===== src/logic/bist_dram_pkg.sv =====
// Shared constants and types of the DRAM and concurrent-port cycle signal generator
package bist_dram_pkg;

  // Per-cycle controlled signals, one resolved level each
  localparam int NSIG     = 7;
  localparam int NDRAM    = 5;
  localparam int SIG_ACT  = 0;
  localparam int SIG_PRE  = 1;
  localparam int SIG_CAS  = 2;
  localparam int SIG_RAS  = 3;
  localparam int SIG_REF  = 4;
  localparam int SIG_CRD  = 5;
  localparam int SIG_ASEL = 6;
  localparam int CODE_W   = 2 * NSIG;

  // Per-signal program code of one operation cycle
  typedef enum logic [1:0] {
    CODE_AUTO = 2'b00,
    CODE_OFF  = 2'b01,
    CODE_ON   = 2'b10
  } cycle_code_t;

  typedef enum logic [0:0] {
    ST_IDLE = 1'b0,
    ST_RUN  = 1'b1
  } op_state_t;

  // APB map
  localparam int          APB_AW      = 8;
  localparam logic [7:0]  CTRL_OFFS   = 8'h00;
  localparam logic [7:0]  STATUS_OFFS = 8'h04;
  localparam logic [7:0]  PROG_BASE   = 8'h10;

  // Configuration register fields
  localparam int          POL_LSB     = 0;
  localparam int          PRESENT_LSB = 8;
  localparam int          MUX_BIT     = 16;
  localparam int          HASROW_BIT  = 17;
  localparam int          HASCOL_BIT  = 18;
  localparam int          CONCCAP_BIT = 19;
  localparam int          CMPEN_BIT   = 20;
  localparam int          SYNCRD_BIT  = 21;
  localparam int          PORTSEL_BIT = 24;
  localparam logic [31:0] CTRL_RESET  = 32'h0000_001F;

  // Status register fields
  localparam int          STAT_HELD_LSB = 0;
  localparam int          STAT_RUN_BIT  = 8;

endpackage


===== src/logic/cycle_code_resolver.sv =====
// Resolution of on, off and auto codes into held signal levels
`timescale 1ns/100ps
`default_nettype none

module cycle_code_resolver #(
  parameter int NSIG = 7
) (
  // Program codes of the current cycle, two bits per signal
  input  wire logic [2*NSIG-1:0] codes,
  // Levels held from the previous cycle of the operation
  input  wire logic [NSIG-1:0]   held,
  input  wire logic              firstCycle,
  // Resolved levels for this cycle
  output logic      [NSIG-1:0]   nextHeld
);
  import bist_dram_pkg::*;

  genvar g;
  generate
    for (g = 0; g < NSIG; g++) begin : gSig
      // Code 2'b11 is unused and behaves as auto
      assign nextHeld[g] = (codes[2*g +: 2] == CODE_ON)  ? 1'b1 :
                           (codes[2*g +: 2] == CODE_OFF) ? 1'b0 :
                           (firstCycle ? 1'b0 : held[g]); // RULE_02 RULE_13
    end
  endgenerate

endmodule
`default_nettype wire


===== src/logic/dram_address_mux.sv =====
// Row or column selection onto a shared memory address port
`timescale 1ns/100ps
`default_nettype none

module dram_address_mux #(
  parameter int ADDR_W = 12,
  parameter int ROW_W  = 8,
  parameter int COL_W  = 4
) (
  // Address layout of the memory
  input  wire logic              muxEn,
  input  wire logic              hasRow,
  input  wire logic              hasCol,
  input  wire logic              selColumn,
  // Address sources
  input  wire logic [ROW_W-1:0]  rowAddr,
  input  wire logic [COL_W-1:0]  colAddr,
  input  wire logic [ADDR_W-1:0] fullAddr,
  // Address toward the memory
  output logic      [ADDR_W-1:0] memAddr
);

  always_comb begin
    if (!muxEn || !hasRow || !hasCol) begin
      memAddr = fullAddr; // RULE_12 RULE_14
    end else if (selColumn) begin
      memAddr = ADDR_W'(colAddr); // RULE_10
    end else begin
      memAddr = ADDR_W'(rowAddr); // RULE_11
    end
  end

endmodule
`default_nettype wire


===== src/logic/bist_dram_cycle_signals.sv =====
// Per-cycle DRAM strobe and concurrent-read generator with APB program registers
//
// The APB slave port and the register offsets were left to the implementer.
`timescale 1ns/100ps
`default_nettype none

// Summary of operation
// [RULE_01] All controlled outputs change only at BIST clock edges, once per step.
// [RULE_02] Each signal holds its last programmed level; auto keeps it.
// [RULE_03] Activate follows on/off; auto in first cycle means deasserted.
// [RULE_04] Precharge follows on/off; first cycle default off, later auto holds.
// [RULE_05] Column strobe follows on/off; first cycle inactive, later auto holds.
// [RULE_06] Row strobe follows on/off; first cycle inactive, later auto holds.
// [RULE_07] Refresh follows on/off; first cycle inactive, later auto holds.
// [RULE_08] Active electrical level of each strobe comes from configured polarity.
// [RULE_09] A strobe acts only if the memory has that port function.
// [RULE_10] Multiplexed address with column chosen drives column bits.
// [RULE_11] Multiplexed address with row chosen drives row bits.
// [RULE_12] Non-multiplexed memories get the full address, choice ignored.
// [RULE_13] Address choice defaults to row first cycle; auto holds later.
// [RULE_14] Choice ignored when the layout lacks row or column bits.
// [RULE_15] Concurrent read follows on/off, default off, never for 1RW or ROM.
// [RULE_16] Concurrent read is fixed per operation program, not per instruction.
// [RULE_17] Concurrent read may be on in any cycles, reads or writes alike.
// [RULE_18] Concurrent read data is not compared unless enabled.
// [RULE_19] Only the logical port chosen for the test port is compared.
// [RULE_20] Compare only when the algorithm does not read the test port.
// [RULE_21] Compare needs main select and read not both on.
// [RULE_22] Strobe carries expect data; same cycle async, next cycle sync.
// [RULE_23] Per-cycle program sits in registers loaded before the operation.
module bist_dram_cycle_signals #(
  parameter int NCYC   = 8,
  parameter int ADDR_W = 12,
  parameter int ROW_W  = 8,
  parameter int COL_W  = 4,
  parameter int DATA_W = 16,
  parameter int IDXW   = $clog2(NCYC)
) (
  // Clock and reset
  input  wire logic                              clk,
  input  wire logic                              rst_n,
  // APB slave
  input  wire logic [bist_dram_pkg::APB_AW-1:0]  paddr,
  input  wire logic                              psel,
  input  wire logic                              penable,
  input  wire logic                              pwrite,
  input  wire logic [31:0]                       pwdata,
  output logic                                   pready,
  output logic      [31:0]                       prdata,
  output logic                                   pslverr,
  // Operation sequencer
  input  wire logic                              stepValid,
  input  wire logic                              firstCycle,
  input  wire logic                              lastCycle,
  input  wire logic [IDXW-1:0]                   cycleIdx,
  input  wire logic                              mainSelect,
  input  wire logic                              mainReadEnable,
  input  wire logic                              algoReadOnTestPort,
  input  wire logic [ROW_W-1:0]                  rowAddr,
  input  wire logic [COL_W-1:0]                  colAddr,
  input  wire logic [ADDR_W-1:0]                 fullAddr,
  input  wire logic [DATA_W-1:0]                 expectData,
  // Memory under test
  output logic                                   activateOut,
  output logic                                   prechargeOut,
  output logic                                   casOut,
  output logic                                   rasOut,
  output logic                                   refreshOut,
  output logic      [ADDR_W-1:0]                 memAddress,
  output logic                                   concReadEnable,
  // Comparator
  output logic                                   compareStrobe,
  output logic      [DATA_W-1:0]                 compareExpect,
  output logic                                   comparePortSel
);
  import bist_dram_pkg::*;

  typedef struct packed {
    op_state_t                     state;
    logic [31:0]                   ctrl;
    logic [NCYC-1:0][CODE_W-1:0]   prog;
    logic [NSIG-1:0]               held;
    logic                          pready;
    logic [31:0]                   prdata;
    logic                          pslverr;
    logic [NDRAM-1:0]              pins;
    logic [ADDR_W-1:0]             addr;
    logic                          concRd;
    logic                          pend;
    logic [DATA_W-1:0]             pendExp;
    logic                          strobe;
    logic [DATA_W-1:0]             cmpExp;
    logic                          portSel;
  } gen_state_t;

  gen_state_t         s_r;
  gen_state_t         s_nxt;
  logic [1:0]         rstPipe_r;
  logic               rstSync_n;
  logic [CODE_W-1:0]  curCodes;
  logic [NSIG-1:0]    nextHeld;
  logic [ADDR_W-1:0]  muxAddr;
  logic               accWin;
  logic               done;
  logic               wrOk;
  logic               progHit;
  logic [IDXW-1:0]    progIdx;
  logic               eligible;
  logic [NDRAM-1:0]   pol;
  logic [NDRAM-1:0]   present;

  // Reset release through two flops
  always_ff @(posedge clk or negedge rst_n) begin
    if (!rst_n) begin
      rstPipe_r <= 2'b00;
    end else begin
      rstPipe_r <= {rstPipe_r[0], 1'b1};
    end
  end
  assign rstSync_n = rstPipe_r[1];

  assign pol     = s_r.ctrl[POL_LSB +: NDRAM];
  assign present = s_r.ctrl[PRESENT_LSB +: NDRAM];

  // Out-of-range cycle indices read as all auto
  assign curCodes = (int'(cycleIdx) < NCYC) ? s_r.prog[cycleIdx] : '0; // RULE_23

  cycle_code_resolver #(
    .NSIG (NSIG)
  ) uResolver (
    .codes      (curCodes),
    .held       (s_r.held),
    .firstCycle (firstCycle),
    .nextHeld   (nextHeld)
  );

  dram_address_mux #(
    .ADDR_W (ADDR_W),
    .ROW_W  (ROW_W),
    .COL_W  (COL_W)
  ) uAddrMux (
    .muxEn     (s_r.ctrl[MUX_BIT]),
    .hasRow    (s_r.ctrl[HASROW_BIT]),
    .hasCol    (s_r.ctrl[HASCOL_BIT]),
    .selColumn (nextHeld[SIG_ASEL]),
    .rowAddr   (rowAddr),
    .colAddr   (colAddr),
    .fullAddr  (fullAddr),
    .memAddr   (muxAddr)
  );

  // APB phases: answer computed one cycle into access, write lands at completion
  assign accWin  = psel && penable && !s_r.pready;
  assign done    = psel && penable && s_r.pready;
  assign progHit = (paddr >= PROG_BASE) && (int'(paddr) < int'(PROG_BASE) + 4 * NCYC)
                   && (paddr[1:0] == 2'b00);
  assign progIdx = IDXW'((paddr - PROG_BASE) >> 2);
  // Program is frozen while an operation runs
  assign wrOk    = done && pwrite && !s_r.pslverr && (s_r.state == ST_IDLE)
                   && !stepValid; // RULE_16

  assign eligible = stepValid && s_r.ctrl[CMPEN_BIT] && s_r.ctrl[CONCCAP_BIT] // RULE_18
                    && nextHeld[SIG_CRD]
                    && !algoReadOnTestPort // RULE_20
                    && !(mainSelect && mainReadEnable); // RULE_21

  always_comb begin
    s_nxt        = s_r;
    s_nxt.pready = accWin;
    if (accWin) begin
      s_nxt.prdata  = 32'h0000_0000;
      s_nxt.pslverr = 1'b0;
      if (paddr == CTRL_OFFS) begin
        s_nxt.prdata = s_r.ctrl;
      end else if (paddr == STATUS_OFFS) begin
        s_nxt.prdata[STAT_HELD_LSB +: NSIG] = s_r.held;
        s_nxt.prdata[STAT_RUN_BIT]          = (s_r.state == ST_RUN);
      end else if (progHit) begin
        s_nxt.prdata = 32'(s_r.prog[progIdx]);
      end else begin
        s_nxt.pslverr = 1'b1;
      end
      if (pwrite && (paddr == STATUS_OFFS || s_r.state == ST_RUN || stepValid)) begin
        s_nxt.pslverr = 1'b1;
      end
    end
    if (wrOk) begin
      if (paddr == CTRL_OFFS) begin
        s_nxt.ctrl = pwdata;
      end else if (progHit) begin
        s_nxt.prog[progIdx] = pwdata[CODE_W-1:0]; // RULE_23
      end
    end

    // One setting per step; the memory controls hold between steps
    if (stepValid) begin // RULE_01
      s_nxt.held = nextHeld; // RULE_02
      for (int i = 0; i < NDRAM; i++) begin
        // Absent port functions sit at their inactive level
        s_nxt.pins[i] = (present[i] && nextHeld[i]) ? pol[i] : !pol[i]; // RULE_08 RULE_09
      end
      s_nxt.addr   = muxAddr; // RULE_10
      s_nxt.concRd = s_r.ctrl[CONCCAP_BIT] && nextHeld[SIG_CRD]; // RULE_15
    end

    // Sync read ports see the strobe one cycle after the concurrent read
    s_nxt.strobe  = s_r.ctrl[SYNCRD_BIT] ? s_r.pend : eligible; // RULE_22
    s_nxt.cmpExp  = s_r.ctrl[SYNCRD_BIT] ? s_r.pendExp : expectData;
    s_nxt.pend    = eligible && s_r.ctrl[SYNCRD_BIT];
    s_nxt.pendExp = expectData;
    s_nxt.portSel = s_r.ctrl[PORTSEL_BIT]; // RULE_19

    unique case (s_r.state)
      ST_IDLE: begin
        if (stepValid && firstCycle && !lastCycle) begin
          s_nxt.state = ST_RUN;
        end
      end
      ST_RUN: begin
        if (stepValid && lastCycle) begin
          s_nxt.state = ST_IDLE;
        end
      end
    endcase
  end

  always_ff @(posedge clk or negedge rstSync_n) begin
    if (!rstSync_n) begin
      s_r      <= '0;
      s_r.ctrl <= CTRL_RESET;
    end else begin
      s_r <= s_nxt;
    end
  end

  assign pready         = s_r.pready;
  assign prdata         = s_r.prdata;
  assign pslverr        = s_r.pslverr;
  assign activateOut    = s_r.pins[SIG_ACT]; // RULE_03
  assign prechargeOut   = s_r.pins[SIG_PRE]; // RULE_04
  assign casOut         = s_r.pins[SIG_CAS]; // RULE_05
  assign rasOut         = s_r.pins[SIG_RAS]; // RULE_06
  assign refreshOut     = s_r.pins[SIG_REF]; // RULE_07
  assign memAddress     = s_r.addr;
  assign concReadEnable = s_r.concRd; // RULE_17
  assign compareStrobe  = s_r.strobe;
  assign compareExpect  = s_r.cmpExp;
  assign comparePortSel = s_r.portSel;

  logic [1:0] codeAct;
  logic [1:0] codePre;
  logic [1:0] codeCas;
  logic [1:0] codeRas;
  logic [1:0] codeRef;
  logic [1:0] codeAsel;
  logic       fullMux;
  assign codeAct  = curCodes[2*SIG_ACT +: 2];
  assign codePre  = curCodes[2*SIG_PRE +: 2];
  assign codeCas  = curCodes[2*SIG_CAS +: 2];
  assign codeRas  = curCodes[2*SIG_RAS +: 2];
  assign codeRef  = curCodes[2*SIG_REF +: 2];
  assign codeAsel = curCodes[2*SIG_ASEL +: 2];
  assign fullMux  = s_r.ctrl[MUX_BIT] && s_r.ctrl[HASROW_BIT] && s_r.ctrl[HASCOL_BIT];
endmodule
`default_nettype wire


===== config.mk =====
export PLATFORM = sky130hd
export DESIGN_NAME = bist_dram_cycle_signals
export DESIGN_NICKNAME = d
export VERILOG_FILES = /design/src/logic/bist_dram_pkg.sv /design/src/logic/cycle_code_resolver.sv /design/src/logic/dram_address_mux.sv /design/src/logic/bist_dram_cycle_signals.sv
export SDC_FILE = /design/constraint.sdc
export NUM_CORES = 1
export LEC_CHECK = 0
export ABC_AREA = 1
export BUFFER_PORTS_ARGS = -buffer_cell sky130_fd_sc_hd__buf_2
export CAP_MARGIN = 25
export CORE_MARGIN = 1
export CORE_UTILIZATION = 55
export CTS_BUF_LIST = sky130_fd_sc_hd__clkbuf_8
export DETAILED_ROUTE_END_ITERATION = 10
export PLACE_DENSITY_LB_ADDON = 0.1
export SLEW_MARGIN = 0
export SYNTH_ARGS = -nofsm -noshare
export SYNTH_HDL_FRONTEND = slang
export SYNTH_SLANG_ARGS = --single-unit

===== constraint.sdc =====
create_clock -name clk -period 11.4 [get_ports clk]
set_input_delay 1.14 -clock clk [delete_from_list [all_inputs] [get_ports clk]]
set_output_delay 1.14 -clock clk [all_outputs]
set_load 0.01 [all_outputs]

==> results.md <==
- Worst Path Required: 11.79 ns
- Final Cycle Share: 35.9%
- GP Congestion: 0.850
- Row Count: 53
- Reg2Reg Setup Slack: 9.27 ns
- Count leader, synth: nand2_1
- CTS sink cnt: 241
- Startpoint type of the worst setup path: primary input
- DRT Pass-1 Iters: 6
- Seq/Total Area, Yosys: 49.9%
- Layout cell share with drive strength beyond 1: 17.0%
- Worst-Skew Late Latency: 0.55 ns
- Relative slew slack: 32.0%
- Number of flops mapped to enable cells by yosys: 0
- Synth top area share: 48.9%
- Max FO, Critical Path: 64
- Post-synth cell types: 36
- Leakage: 0.00674 uW
- Die height: 150 um
- Routed Antenna Nets: 0
- Gr usage total: 29.1%
- PwrDens: 139 nW/um2
- Clk_skew: 0.0174 ns
- CTS tree: done
- Ys Warns: 0
- Final setup fails: 0
- Crit path time final: 4.09 ns
- IO Port Bufs: 163
- Ys async rst share: 100%
- CORE AREA: 21300 um2
- Via count: 10400
- Final wirelength: 32200 um
- Avg WL per Cell: 16.8 um
- Clock root buffer: clkbuf_8
- Hold Vio Cnt, Final: 0
- Die boundary width: 150 um
- Post-CTS setup buffers: 0
- Slew Limit Fails: 0
- DRT iter0 DRCs: 852
- Avg Inst Size Synth: 7.87 um2
- Synth top area cells: dfrtp_1 49%, nand2_1 14%, o21ai_0 6.4%, inv_1 5.0%, nand3_1 4.9%
- Residual DRC: 0
- Via/cell ratio: 5.44
- Reg clk slew, reported paths: 0.06 ns
- Worst setup EP type: flip-flop
- Critical path type: primary input to flip-flop
- Setup_tns: 0 ns
- Clock buffer depth: 3
- Largest net degree at the start of global routing: 173
- CTS buffer count: 41
- Slew @ Worst Pin: 1.02 ns
- CP Data Arrival Time: 4.49 ns
- Fmax: 244 MHz
- Min-Delay Path Class: flip-flop to flip-flop
- Worst IR Drop VDD: 0.0000929 V
- N_diodes: 0
- Layout fillers: 1916
- Commonest cells post-synth: 459 x nand2_1, 236 x dfrtp_1, 160 x inv_1
- Io pins: 164
- Dpl hpwl: 20200 um
- Cell taking the most area after synthesis: dfrtp_1
- Syn_nets: 1629
- Outcome: finished clean
- RSZ-0062 raised after global routing: no
- Vias in the first global route: 9764
- Max-cap viol count: 0
- Main synth FF type: dfrtp_1
- P&R area growth vs syn: 10.2%
- Power Total: 1850 uW
- Seq cells post-synth: 241
- Fin nets: 1704
- First-pass GRT wire length: 50800 um
- # resized after CTS: 0
- Antenna violations before repair: 0
- Grt ovf: 0
- Count of hold-fix buffers inserted at cts: 0
- Starting density of the core: 56.8%
- H-tree level count: 2
- Synth Cell Area: 12100 um2
- Cells after synthesis: 1535
- Total die area: 22600 um2
- Worst hold slack: 0.354 ns
[worst paths after layout]
kind / start / cells after the start / to
max reg2reg: s_r[238] / 7 / s_r[95]
max: paddr[2] / 8 / s_r[226]
min: rstPipe_r[0] / 0 / rstPipe_r[1]
min reg2reg: rstPipe_r[0] / 0 / rstPipe_r[1]
min in group asynchronous: rst_n / 1 / rstPipe_r[0]
max in group asynchronous: rstPipe_r[1] / 1 / s_r[213]
[cell usage in the layout (no fill, tap or decap), types with 2 or more instances in the layout]
master    count
nand2_1     459
dfrtp_1     235
inv_1       171
buf_2       163
o21ai_0     155
nand3_1     118
nor2_1       77
a21oi_1      64
clkbuf_8     52
o21ai_1      31
o221ai_1     28
nor2_2        8
clkinv_2      8
buf_4         8
nand3_2       7
a21oi_2       6
nand4_1       6
inv_2         5
o31ai_1       5
dfstp_2       5
nand2_2       4
o211ai_1      4
nor2_4        3
nand4_4       2
a211oi_1      2
a31oi_1       2
[layout make-up]
type	count	area [um2]	area share (%)
multi-input cells	988	4580	34.4
flip-flops and latches	241	6040	45.4
inverters	166	623	4.68
well taps	275	344	2.58
clock inverters	21	119	0.893
clock buffers	52	716	5.37
repair buffers	172	896	6.73
[per-stage QoR]
stage / utilization [%] / cell area [um2] / instances / setup slack (ns)
after global routing: 62.6 / 13300 / 1915 / 7.10
after CTS: 62.6 / 13300 / 1915 / 7.38
after global placement: 58.6 / 12500 / 1842 / 6.96
after detailed placement: 58.6 / 12500 / 1842 / 6.83
final: 62.6 / 13300 / 1915 / 7.31
after floorplan: - / 12100 / 1535 / 4.20
[kinds of logic after synthesis]
logic type / Yosys count / synth area share [%]
buffers and inverters: 306 / 12.2
and+or+nand+nor: 689 / 24.1
DFF: 241 / 49.9
other: 1 / 0.0310
AOI/OAI and AO/OA: 298 / 13.7
[worst max-delay path: stages]
cell	delay [ns]
buf_2	0.10
buf_4	0.30
inv_2	0.37
nand2_2	0.55
nor2_4	0.77
nand4_4	0.86
nor2_1	0.30
a21oi_1	0.07
[metal layers]
layer | vias up | GRT usage, % | share of wire [%]
met1 | 4905 | 38.6 | 43
met5 | - | 0 | 0
met2 | 394 | 47.2 | 47
li1 | 5032 | - | -
met4 | 0 | 13.6 | 3.8
met3 | 78 | 4.33 | 6.5
[where the power goes]
group / switching, uW / internal, uW / leakage [uW]
Combinational: 117 / 53.3 / 0.00316
Clock: 351 / 433 / 0.000478
Sequential: 15.6 / 875 / 0.00310
Total: 484 / 1360 / 0.00674
[flip-flops by register name (all words and copies together), names as in the netlist]
| register | count |
|---|---|
| s_r | 158 |
| compareStrobe | 1 |
| concReadEnable | 1 |
| prechargeOut | 1 |
| rstPipe_r | 2 |
| pslverr | 1 |
| compareExpect | 16 |
| pready | 1 |
| present | 5 |
| refreshOut | 1 |
| prdata | 32 |
| rasOut | 1 |
| activateOut | 1 |
| s_nxt | 1 |
| pol | 5 |
| casOut | 1 |
| comparePortSel | 1 |
| memAddress | 12 |
(Power assumes the default switching activity.)
